**config.mk**
```make
export PLATFORM = sky130hd
export DESIGN_NAME = pts_timer
export DESIGN_NICKNAME = d
export VERILOG_FILES = /design/src/rtl/pts_pkg.sv /design/src/rtl/pts_sync.sv /design/src/rtl/pts_timer.sv
export VERILOG_INCLUDE_DIRS = /design/src /design/src/rtl
export SDC_FILE = /design/constraint.sdc
export NUM_CORES = 1
export LEC_CHECK = 0
export BUFFER_PORTS_ARGS = -buffer_cell sky130_fd_sc_hd__buf_2
export CAP_MARGIN = 20
export CORE_MARGIN = 5
export CORE_UTILIZATION = 44
export CTS_CLUSTER_DIAMETER = 60
export CTS_CLUSTER_SIZE = 25
export DETAILED_ROUTE_END_ITERATION = 12
export PLACE_DENSITY_LB_ADDON = 0.3
export SLEW_MARGIN = 40
export SYNTH_ARGS = -nofsm -noshare
export SYNTH_HDL_FRONTEND = slang
export SYNTH_SLANG_ARGS = --single-unit
```
**constraint.sdc**
```tcl
create_clock -name mclk -period 1.7 [get_ports mclk]
set_clock_uncertainty 0.1 [all_clocks]
set_input_delay 0.17 -clock mclk [delete_from_list [all_inputs] [get_ports mclk]]
set_output_delay 0.17 -clock mclk [all_outputs]
set_load 0.02 [all_outputs]
```
**src/rtl/pts_cfg.svh**
```systemverilog
`ifndef PTS_CFG_SVH
`define PTS_CFG_SVH

// register indices; byte address is four times the index
`define PTS_IDX_CTL 12'h042
`define PTS_IDX_PLD 12'h043
`define PTS_IDX_DAT 12'h044
`define PTS_ADDR_W 12

// control register field positions
`define PTS_CTL_SBD 0
`define PTS_CTL_EN 1
`define PTS_CTL_SEL_LO 2
`define PTS_CTL_TXB 4
`define PTS_CTL_RXB 5
`define PTS_CTL_RXL 6
`define PTS_CTL_TXOE 7

// reset values
`define PTS_CTL_RST 8'h00
`define PTS_PLD_RST 8'h00
`define PTS_CNT_RST 8'h00
`define PTS_CNT_MAX 8'hFF

// auxiliary clock nominal rate and master clock rate
`define PTS_ACLK_HZ 32768
`define PTS_MCLK_HZ 200000000

`endif

```
**src/rtl/pts_pkg.sv**
```systemverilog
package pts_pkg;

	// counting clock choice
	typedef enum logic [1:0] {
		CK_MCLK = 2'b00,
		CK_ACLK = 2'b01,
		CK_PIN = 2'b10,
		CK_AND = 2'b11
	} pts_clksel_t;

	// start-bit detector states
	typedef enum logic [2:0] {
		ST_OFF = 3'b001,
		ST_ARM = 3'b010,
		ST_RUN = 3'b100
	} pts_state_t;

	// control register image, msb first
	typedef struct packed {
		logic tx_oe;
		logic rx_level;
		logic rx_bit;
		logic tx_bit;
		pts_clksel_t clksel;
		logic cnt_en;
		logic sbd_en;
	} pts_ctl_t;

	// apb request as seen by the slave
	typedef struct packed {
		logic [11:0] paddr;
		logic psel;
		logic penable;
		logic pwrite;
		logic [31:0] pwdata;
	} pts_apb_req_t;

endpackage : pts_pkg

```
**src/rtl/pts_sync.sv**
```systemverilog
`timescale 1ns/1ps
`default_nettype none

module pts_sync
#(
	parameter int W = 2,
	parameter logic [W-1:0] INIT = '0
)
(
	// clock and reset
	input wire logic mclk,
	input wire logic rst,
	// asynchronous inputs
	input wire logic [W-1:0] async_in,
	// synchronised level and edges
	output logic [W-1:0] level,
	output logic [W-1:0] rise,
	output logic [W-1:0] fall
);

	logic [W-1:0] meta_r;
	logic [W-1:0] sync_r;
	logic [W-1:0] prev_r;

	// two-flop chain; only sync_r reads meta_r
	always_ff @(posedge mclk)
	begin
		if (rst)
		begin
			// stages start at the idle level: no false edge after reset
			meta_r <= INIT;
			sync_r <= INIT;
			prev_r <= INIT;
		end
		else
		begin
			meta_r <= async_in;
			sync_r <= meta_r;
			prev_r <= sync_r;
		end
	end

	// edges come from settled stages only
	assign level = sync_r;
	assign rise = sync_r & ~prev_r;
	assign fall = ~sync_r & prev_r;

endmodule : pts_sync

`default_nettype wire

```
**src/rtl/pts_timer.sv**
```systemverilog
// The implementer's own choices: register access over APB and the register offsets.
`timescale 1ns/1ps
`default_nettype none
`include "pts_cfg.svh"

// Operation
// - 8-bit counter, preload and control registers
// - two control bits select counting clock
// - master, auxiliary, pin, or master AND pin
// - counter write loads preload value instead
// - preload readable, writable, rewritable after load
// - enable high counts rising edges, else holds
// - start-bit detect holds counter until edge
// - first interval end samples receive level
// - both latches clocked at each interval end
// - latches triggered by counter carry-out
// - one bit per interval, software supplies bits
// - timer shares port pins one and two
// - auxiliary clock is the watch crystal

module pts_timer
	import pts_pkg::*;
#(
	parameter int AW = `PTS_ADDR_W
)
(
	// clock and reset
	input wire logic mclk,
	input wire logic rst,
	// apb slave
	input wire logic [AW-1:0] paddr,
	input wire logic psel,
	input wire logic penable,
	input wire logic pwrite,
	input wire logic [31:0] pwdata,
	output logic [31:0] prdata,
	output logic pready,
	output logic pslverr,
	// clocks and pins
	input wire logic aclk,
	input wire logic timer_input_pin,
	output logic timer_output_pin,
	output logic timer_output_pin_oe,
	// status
	output logic carry_out
);

	localparam logic [AW-1:0] A_CTL = AW'(`PTS_IDX_CTL * 4);
	localparam logic [AW-1:0] A_PLD = AW'(`PTS_IDX_PLD * 4);
	localparam logic [AW-1:0] A_DAT = AW'(`PTS_IDX_DAT * 4);

	pts_ctl_t ctl_r;
	logic [7:0] pld_r;
	logic [7:0] cnt_r;
	logic carry_r;
	logic receive_bit_latch_r;
	logic transmit_bit_latch_r;
	pts_state_t state_r;
	pts_state_t state_nxt;
	logic [31:0] prdata_r;
	logic [1:0] s_level;
	logic [1:0] s_rise;
	logic [1:0] s_fall;
	logic rx_level;
	logic rx_fall;
	logic tick;
	logic adv;
	logic sbd_hold;
	logic wr;
	logic rd_setup;
	logic load;
	logic wrap;

	// map an address to a known register
	function automatic logic is_mapped(input logic [AW-1:0] a);
		is_mapped = (a == A_CTL) || (a == A_PLD) || (a == A_DAT);
	endfunction : is_mapped

	// bit 0 is the crystal clock, bit 1 the shared port pin
	// receive line idles high, so its stages reset high
	pts_sync #(
		.W(2),
		.INIT(2'b10)
	) u_sync (
		.mclk(mclk),
		.rst(rst),
		.async_in({timer_input_pin, aclk}),
		.level(s_level),
		.rise(s_rise),
		.fall(s_fall)
	);

	// receive data shares the timer input pin
	assign rx_level = s_level[1];
	assign rx_fall = s_fall[1];

	// apb strobes; zero wait states
	assign wr = psel && penable && pwrite;
	assign rd_setup = psel && !penable && !pwrite;
	assign load = wr && (paddr == A_DAT);
	assign pready = 1'b1;
	assign pslverr = psel && penable && !is_mapped(paddr);
	assign prdata = prdata_r;

	// counting clock select; aclk edges are crystal rate
	always_comb
	begin
		case (ctl_r.clksel)
			CK_MCLK: tick = 1'b1;
			CK_ACLK: tick = s_rise[0];
			CK_PIN: tick = s_rise[1];
			CK_AND: tick = s_level[1];
			default: tick = 1'b0;
		endcase
	end

	// while detection is on, the count waits for the start edge
	// this also covers the one cycle before the detector arms
	assign sbd_hold = ctl_r.sbd_en && (state_r != ST_RUN);
	assign adv = tick && ctl_r.cnt_en && !sbd_hold;
	assign wrap = adv && !load && (cnt_r == `PTS_CNT_MAX);

	// start-bit detector; idle line high, start is a fall
	always_comb
	begin
		state_nxt = state_r;
		case (state_r)
			ST_OFF:
				if (ctl_r.sbd_en)
					state_nxt = ST_ARM;
			ST_ARM:
				if (!ctl_r.sbd_en)
					state_nxt = ST_OFF;
				else if (rx_fall)
					state_nxt = ST_RUN;
			ST_RUN:
				if (!ctl_r.sbd_en)
					state_nxt = ST_OFF;
			default: state_nxt = ST_OFF;
		endcase
	end

	always_ff @(posedge mclk)
	begin
		if (rst)
			state_r <= ST_OFF;
		else
			state_r <= state_nxt;
	end

	// control register; read-only bits never stored
	always_ff @(posedge mclk)
	begin
		if (rst)
			ctl_r <= `PTS_CTL_RST;
		else if (wr && paddr == A_CTL)
		begin
			ctl_r <= pwdata[7:0];
			ctl_r.rx_level <= 1'b0;
			ctl_r.rx_bit <= 1'b0;
		end
	end

	// preload is a plain buffer; a load leaves it untouched
	always_ff @(posedge mclk)
	begin
		if (rst)
			pld_r <= `PTS_PLD_RST;
		else if (wr && paddr == A_PLD)
			pld_r <= pwdata[7:0];
	end

	// counter: load wins over a coincident count tick
	always_ff @(posedge mclk)
	begin
		if (rst)
			cnt_r <= `PTS_CNT_RST;
		else if (load)
			cnt_r <= pld_r;
		else if (adv)
			cnt_r <= 8'(cnt_r + 8'h01);
	end

	// carry stands for one counting-clock period
	always_ff @(posedge mclk)
	begin
		if (rst)
			carry_r <= 1'b0;
		else if (wrap)
			carry_r <= 1'b1;
		else if (adv || load)
			carry_r <= 1'b0;
	end

	// data latches clocked by the carry event
	always_ff @(posedge mclk)
	begin
		if (rst)
		begin
			receive_bit_latch_r <= 1'b0;
			transmit_bit_latch_r <= 1'b1;
		end
		else if (wrap)
		begin
			receive_bit_latch_r <= rx_level;
			transmit_bit_latch_r <= ctl_r.tx_bit;
		end
	end

	// output pin driven from the latch; idle mark level
	assign timer_output_pin = transmit_bit_latch_r;
	assign timer_output_pin_oe = ctl_r.tx_oe;
	assign carry_out = carry_r;

	// read data captured in setup, shown in access
	always_ff @(posedge mclk)
	begin
		if (rst)
			prdata_r <= 32'h0000_0000;
		else if (rd_setup)
		begin
			if (paddr == A_CTL)
				prdata_r <= {24'h00_0000, ctl_r.tx_oe, rx_level,
					receive_bit_latch_r, ctl_r.tx_bit,
					ctl_r.clksel, ctl_r.cnt_en, ctl_r.sbd_en};
			else if (paddr == A_PLD)
				prdata_r <= {24'h00_0000, pld_r};
			else if (paddr == A_DAT)
				prdata_r <= {24'h00_0000, cnt_r};
			else
				prdata_r <= 32'h0000_0000;
		end
	end
endmodule : pts_timer

`default_nettype wire

```
* Word-level counts from Yosys, hierarchy flattened *
Index checks and enable logic that the tools add are counted.
Widths: inputs -> output; s select.

storage, ports and cells
  bits in registers = 66
  input bits = 51
  logic and storage cells = 72
  output and inout port bits = 37

cells by class
  add/sub/neg operators = 1
  bitwise gates (word level) = 4
  reductions and logical operators = 25
  mux-type cells = 13
  equal/unequal tests = 14

operators with widths
  operator             count
  $mux 8               5
  $eq 12x9->1 const B  3
  $logic_and 1x1->1    13
  $mux 3               4
  $pmux 3 s3           1
  $add 8x1->8 const B  1
  $eq 8x8->1 const B   1
  $ne 3x3->1 const B   2
  $logic_not 1->1      5
  $and 2x2->2          2
  $eq 2x2->1 const B   2
  $ne 2x2->1 const B   2
  $not 2->2            2
  $pmux 1 s4           1
  $reduce_bool 2->1    2
  $eq 3x1->1 const B   1
  $eq 3x2->1 const B   1
  $eq 3x3->1 const B   1
  $logic_or 1x1->1     3
  $reduce_and 3->1     1
  $eq 2x1->1 const B   1
  $logic_not 2->1      1
  $mux 1               2

* Depth between registers and ports, before layout *
Gate-level depths: netlist of the first run.

  word-level depth = 8
  depth in mapped cells = 7
  mapped depth without buffers = 6

* Cells and area by module *
From an unflattened synthesis of the first run, not the netlist that was laid out.

second synthesis, totals
  cells, all modules = 232
  area, all modules = 2,168.3 µm²

modules (own cells, without submodules)
  module     seq. area each (µm²)  cells each  area an instance (µm²)  instances
  pts_timer  720.7                 216         1,985.7                 1
  pts_sync   120.1                 16          182.7                   1

* Worst setup path before layout of the first run *
No wires, ideal clock.

  path type = register -> register
  start = register state_r[2]
  end = register receive_bit_latch_r
  data arrival time = 1,676 ps
  period minus slack after synthesis = 1,847 ps
  path buffers = 0
  slack = -147 ps
  library setup time = 72 ps
  cell stages (with the launch flop) = 6
  required time = 1,528 ps
  path through = dfxtp_1 -> or3b_2 -> nand2_1 -> nand3_2 -> nor3b_1 -> mux2i_1

between the ends
  word-level cells in the longest chain between the ends = 6

RTL lines
  what                             line              text
  start, declared                  pts_timer.sv:58   pts_state_t state_r;
  start signal, assigned           pts_timer.sv:148  state_r <= state_nxt;
  $ne 3x3->1                       pts_timer.sv:119  assign sbd_hold = ctl_r.sbd_en && (state_r != ST_RUN);
  $logic_and 1x1->1                pts_timer.sv:119
  $logic_not 1->1                  pts_timer.sv:120  assign adv = tick && ctl_r.cnt_en && !sbd_hold;
  $logic_and 1x1->1                pts_timer.sv:120
  $logic_and 1x1->1 (2 in series)  pts_timer.sv:121  assign wrap = adv && !load && (cnt_r == `PTS_CNT_MAX);
  end signal, assigned             pts_timer.sv:205  receive_bit_latch_r <= rx_level;
  end, declared                    pts_timer.sv:56   logic receive_bit_latch_r;

Every way passes these cells.
A chain may end at the register's enable or synchronous reset.

* Final worst setup path of the first run *
  start = register u_sync.sync_r[0] (netlist: u_sync.level[0])
  end = register cnt_r[1]

between the ends
  word-level cells in the longest chain between the ends = 5

RTL lines
  what                                line              text
  start, declared                     pts_sync.sv:22    logic [W-1:0] sync_r;
  start signal, assigned              pts_sync.sv:38    sync_r <= meta_r;
  $and 2x2->2                         pts_sync.sv:45    assign rise = sync_r & ~prev_r;
  $pmux 1 s4                          pts_timer.sv:108  case (ctl_r.clksel)
  $logic_and 1x1->1 (2 in series)     pts_timer.sv:120
  $reduce_bool 2->1 (no source line)  n/a
  end signal, assigned                pts_timer.sv:177  cnt_r <= `PTS_CNT_RST;
  end signal, assigned                pts_timer.sv:179  cnt_r <= pld_r;
  end signal, assigned                pts_timer.sv:181  cnt_r <= 8'(cnt_r + 8'h01);
  end, declared                       pts_timer.sv:54   logic [7:0] cnt_r;

Every way passes these cells.

==> results of run 1 <==
## per-layer routing
metal  track usage, %  routed length (um)
met5                0                   0
met4            8.784                 134
met3            4.148                 432
met2            28.48                2588
met1            23.68                2448
## critical path, stage by stage, from the launching register on
cell	delay, ns
dfxtp_1	0.32
nor2b_1	0.13
o31a_1	0.29
buf_4	0.16
nand3_4	0.11
buf_6	0.12
mux2i_4	0.22
a211oi_2	0.08
## metrics by stage
stage | hold WS (ns) | instance area (um2) | worst slack, ns
finish | 0.01755 | 2846 | 0.03285
global route | 0.02308 | 2846 | -0.02496
global placement | 0.2555 | 2574 | -0.2554
detailed placement | 0.2689 | 2574 | -0.2784
floorplan | 0.1738 | 2302 | -0.08584
CTS | 0.01399 | 2760 | 0.01912
## power by group through the flow
stage          clock network, W  logic [W]  registers (W)
2_1_floorplan                 0   0.000154        0.00104
3_3_place_gp                  0   0.000192        0.00103
3_5_place_dp                  0   0.000195        0.00103
4_1_cts                0.000969   0.000199        0.00100
5_1_grt                 0.00102   0.000224        0.00101
6_report               0.000961   0.000206        0.00100
## path summary, 6_finish.rpt
kind	to	slack (ns)	cells past startpoint
setup / recovery	cnt_r[1]	0.03	7
hold / removal	ctl_r[1]	0.02	3
setup reg to reg	cnt_r[1]	0.03	7
hold reg to reg	u_sync.level[1]	0.34	1
## synthesized netlist by cell type, drive strengths merged
cell type / count / area share (%)
xor2: 3 / 1.2
ha: 1 / 0.57
or2: 4 / 1.1
conb: 2 / 0.34
nand4: 2 / 0.57
and3: 2 / 0.57
nor3: 3 / 0.68
o31a: 4 / 1.6
and4: 2 / 0.80
xnor2: 2 / 0.80
nor2: 23 / 3.9
nand2b: 5 / 1.4
nand3b: 1 / 0.34
or3: 1 / 0.51
inv: 3 / 0.51
a211oi: 14 / 6.2
nand2: 16 / 2.9
nor3b: 1 / 0.34
or3b: 2 / 0.80
o21bai: 3 / 1.0
and3b: 1 / 0.40
nor4: 3 / 2.2
nor2b: 6 / 1.7
a21oi: 21 / 4.8
or4b: 1 / 0.63
a22oi: 8 / 3.0
and4b: 1 / 0.46
a2111oi: 1 / 0.40
mux2i: 10 / 4.6
and2: 3 / 0.86
clkbuf: 6 / 1.1
dfxtp: 42 / 38
nand3: 14 / 3.4
o21ai: 5 / 1.1
buf: 30 / 11
## cell type report
type,instances,area (um2)
fillers,420,1939
inverters,3,11.26
repair buffers,73,513.0
clock inverters,3,68.82
clock buffers,5,68.82
flip-flops and latches,42,844.6
multi-input cells,189,1256
well taps,67,83.83
## cell families after synthesis
group	Yosys count	share of synthesized area (%)
and+or+nand+nor	91	23.66
AOI/OAI and AO/OA	56	18.07
DFF	42	38.31
buffers and inverters	39	12.49
muxes	10	4.561
xor gates and xnor gates	5	1.996
other	2	0.3422
adders and majority gates	1	0.5700
## registers in the layout (all words and copies together) (netlist names), 2 cells and up
name	cells
cnt_r	8
pld_r	8
prdata	8
ctl_r	5
state_r	3
u_sync.level	2
u_sync.meta_r	2
u_sync.prev_r	2
## repair_timing
item                       CTS  global route
buffers inserted             1             2
hold endpoints to repair     2             0
pin swaps                    2             7
gates resized for setup      4            17
hold buffers                 2             0
gates cloned                 1             0
setup endpoints to repair   10            24
==> results.md, run 1 <==
- Power density over cell area: 762.4 nW/um2
- Die ar.: around 6500 um2
- Post-Syn Area: 2195 um2
- Yosys reg bits: 42
- PortBufs: 38
- Antenna cell count: 0
- Library cells used by synthesis: 46
- Vias/cell: about 5
- # IOs: 88
- Final Cycle Share: a little over nine tenths
- Total global routing overflow: 0
- CP Capture Type: register
- R2R Path Start: u_sync.level[0]
- Cells after Synth: 246
- Final Slew Violations: 0
- RePlAce Congestion: about 0.84
- Critical Path AT: roughly 1.7 ns
- Setup Viol. Count Final: 0
- Vias in the first global route: 1,931
- Largest net degree at the start of global routing: 26
- Max VDD drop: about 0.65 mV
- Worst setup path class: reg2reg
- Combinational power share: about a tenth
- DRC viols: 0
- Psw: slightly above 0.0005 W
- Clock Latency Late Sink: 0.30 ns
- Initial antenna violation count: 0
- Antenna-violating nets left: 0
- Util after Layout: 59.48%
- Sequential share of power: a little under half
- Core ar.: roughly 4800 um2
- WL/cell: about 15 um
- Hpwl dp: ~4 mm
- DR iter-0 viols: 179
- Drt total wl: about 5.6 mm
- Die X: 80.63 um
- Area grow syn2layout: 29.70%
- Bufs on Longest Clock Path: 2
- Critical Path Fanout Max: 5
- DR vias: about 2,000
- Max-cap violation count: 0
- Peak Freq: between 0.5 and 0.6 GHz
- Worst hold-check path type: in2reg
- Initial Util: between 40% and 50%
- Final Hold Vio Count: 0
- YS warnings: 0
- Sink Count: 42
- Fin Setup TNS: 0 ns
- Num CTS Buffers: 5
- CTS tree: built
- Critical path origin: u_sync.level[0]
- Total power: approximately 0.0022 W
- Dpl cells: ~370
- WP data required: approximately 1.8 ns
- Worst min-delay path startpoint: pwdata[1]
- Startpoint types: register
- Net Sw Frac: approximately a quarter
- Most common cell after layout, fill and taps aside: dfxtp_1
- Gr usage total: 18.27%
- DR pass1 iterations: 4
- First-pass GRT wire length: between 9 and 10 mm
- Share of cells above drive strength 1: between 30% and 40%
- RSZ-0062 raised after global routing: yes
- Row cnt: 25
- Sequential area share after synthesis: around two fifths
- Fin cells: 382
- Commonest non-fill, non-tap cells in the layout: dfxtp_1, buf_2, buf_4
- LEAKAGE: roughly 1.2 nW
- Clock transition at path regs: around 0.09 ns
- Clock Power Share: 44.3%
- Period minus WS final: 1.667 ns
- CTS Root Cell: clkbuf_8
- Avg Cell Area, Syn: 8.921 um2
- Nets@finish: between 300 and 400
- H-Tree Level Count: 2
- Status: complete, no violations
- Die H: just over 80 um
- Internal: 0.001659 W
Power figures use the tool's default switching activity.
==> inputs of run 2 (changes only) <==
==> constraint.sdc (replaced) <==
create_clock -name mclk -period 1.7 [get_ports mclk]
set_clock_uncertainty 0.1 [all_clocks]
set_input_delay 0.085 -clock mclk [delete_from_list [all_inputs] [get_ports mclk]]
set_output_delay 0.085 -clock mclk [all_outputs]
set_load 0.02 [all_outputs]
==> run 2 against run 1 <==
Register-to-register slack better by 0.02 ns. Cell area down 0.97%. Hold slack improved by 0.092 ns. Sequential power hardly changed. Non-clock buffer count is 3 higher. Final cell count increased by 0.79%. Worst setup slack improved by 0.017 ns. Largest power group unchanged. Highest routed layer unchanged.
==> results.md, run 2 (same netlist as run 1, synthesis figures left out) <==
- RePlAce Congestion: ~0.80
- Clock Power Share: between 30% and 40%
- Core ar.: approximately 4800 um2
- Area grow syn2layout: 28.45%
- Internal: 0.001514 W
- Initial antenna violation count: 0
- Peak Freq: just over 0.6 GHz
- Die ar.: between 6000 and 7000 um2
- H-Tree Level Count: 2
- Critical path origin: u_sync.level[0]
- Status: complete, no violations
- Share of cells above drive strength 1: just over 30%
- Max incr delay on CP: around 0.36 ns
- Final Hold Vio Count: 0
- R2R Path Start: u_sync.level[0]
- Fin Setup TNS: 0 ns
- Period minus WS final: roughly 1.7 ns
- Reg2reg path depth: 5
- Hpwl dp: 4.078 mm
- Max VDD drop: about 0.67 mV
- Combinational power share: between 10% and 20%
- Total global routing overflow: 0
- Die H: a little over 80 um
- Sink Count: 42
- Row cnt: 25
- CTS tree: built
- Worst setup path class: reg2reg
- Setup Viol. Count Final: 0
- Largest net degree at the start of global routing: 26
- Worst min-delay path startpoint: rst
- Gr usage total: approximately 18%
- Num CTS Buffers: 5
- DRC viols: 0
- Hold Path Depth: 2
- Clock transition at path regs: around 0.080 ns
- Antenna-violating nets left: 0
- Drt total wl: around 5.5 mm
- Final Cycle Share: 97.09%
- Initial Util: between 40% and 50%
- Flop2flop setup slack: slightly below 0.05 ns
- Clock Latency Late Sink: 0.30 ns
- WHS Endpoint: pld_r[5]
- WL/cell: between 10 and 15 um
- DR vias: between 1,500 and 2,000
- DR iter-0 viols: 160
- Sequential share of power: between 50 and 60%
- Psw: approximately 0.00048 W
- Startpoint types: register
- RSZ-0062 raised after global routing: yes
- CP Capture Type: register
- Critical Path AT: around 1.8 ns
- Vias in the first global route: around 1,900
- DR pass1 iterations: 4
- Most common cell after layout, fill and taps aside: dfxtp_1
- Vias/cell: about 5.0
- Power density over cell area: 708.2 nW/um2
- Bufs on Longest Clock Path: 2
- LEAKAGE: 1.144 nW
- WP data required: 1.84 ns
- Worst path slowest cell: o31a_1
- Worst R2R End: timer_output_pin
- CTS Root Cell: clkbuf_8
- Cell Chain, Critical Path: nor2b_4 > o31a_1 > nand3_4 > nor3b_4 > mux2i_1
- Worst hold-check path type: in2reg
- Fill cells: around 440
- PortBufs: 38
- Die X: a little over 80 um
- Critical Path Fanout Max: 5
- Final hold slack: ~0.11 ns
- Net Sw Frac: approximately 24%
- # IOs: 88
- Final Slew Violations: 0
- First-pass GRT wire length: ~8.9 mm
- Max-cap violation count: 0
- Antenna cell count: 0
- Commonest non-fill, non-tap cells in the layout: dfxtp_1, buf_2, conb_1
- Nets@finish: between 300 and 400
run 2: changes by cell type in the layout (fill, tap and decap cells not counted), moves of 2 or more:
cell / change
dlygate4sd3_1: +8
buf_6: -4
buf_4: -3
dfxtp_1: +2
dfxtp_2: -2
run 2: what timing repair did:
action                     CTS  global route
hold buffers                10             0
pin swaps                    2             7
cloned                       1             0
setup endpoints to repair    7             9
setup buffers                0             0
gates resized for setup      2             5
hold endpoints to repair    16             0
run 2: how the worst max path moves through the flow:
stage                                endpoint  slack [ns]  cells past startpoint
after floorplan                      cnt_r[2]     -0.0009                      6
after global placement               pld_r[0]       -0.12                      8
after detailed placement             pld_r[0]       -0.16                      8
after CTS                            cnt_r[7]        0.05                      5
after global routing      receive_bit_latch_r       -0.04                      5
final                        timer_output_pin        0.05                      5
run 2: cell type report:
type                            count  area (um2)  area share [%]
Clock buffer                        6       72.57           2.574
Clock inverter                      2       37.54           1.332
Inverter                            3       11.26          0.3995
Multi-Input combinational cell    189        1221           43.32
Sequential cell                    42       842.1           29.87
Tap cell                           67       83.83           2.974
Timing Repair Buffer               76       550.5           19.53
run 2: routing by layer:
layer / up-vias / wire length, um / GRT usage (%)
met5: - / 0 / 0
met3: 4 / 495 / 4.821
met1: 873 / 2469 / 24.11
met2: 78 / 2434 / 27.73
met4: 0 / 57 / 5.236
li1: 960 / - / -
run 2: power groups by stage:
stage / Combinational [W] / Clock [W] / Sequential, W
finish: 0.000209 / 0.000782 / 0.00100
global route: 0.000228 / 0.000854 / 0.00101
CTS: 0.000206 / 0.000808 / 0.00100
detailed placement: 0.000188 / 0 / 0.00103
global placement: 0.000186 / 0 / 0.00103
floorplan: 0.000154 / 0 / 0.00104
run 2: worst max-delay path, delay by kind of cell (launching register included):
kind               cells  cell delay [ns]
and+or+nand+nor        3             0.60
AOI/OAI and AO/OA      1             0.36
DFF                    1             0.33
muxes                  1             0.20
run 2: per-stage QoR:
step / worst slack, ns / total power [W] / area [um2] / instances / utilization [%]
after floorplan: -0.0008965 / 0.001192 / 2302 / 269 / -
after global placement: -0.1219 / 0.001213 / 2574 / 366 / 53.78
after detailed placement: -0.1648 / 0.001215 / 2574 / 366 / 53.78
after CTS: 0.04944 / 0.002018 / 2801 / 385 / 58.54
after global routing: -0.03626 / 0.002088 / 2819 / 385 / 58.90
final: 0.04944 / 0.001996 / 2819 / 385 / 58.90
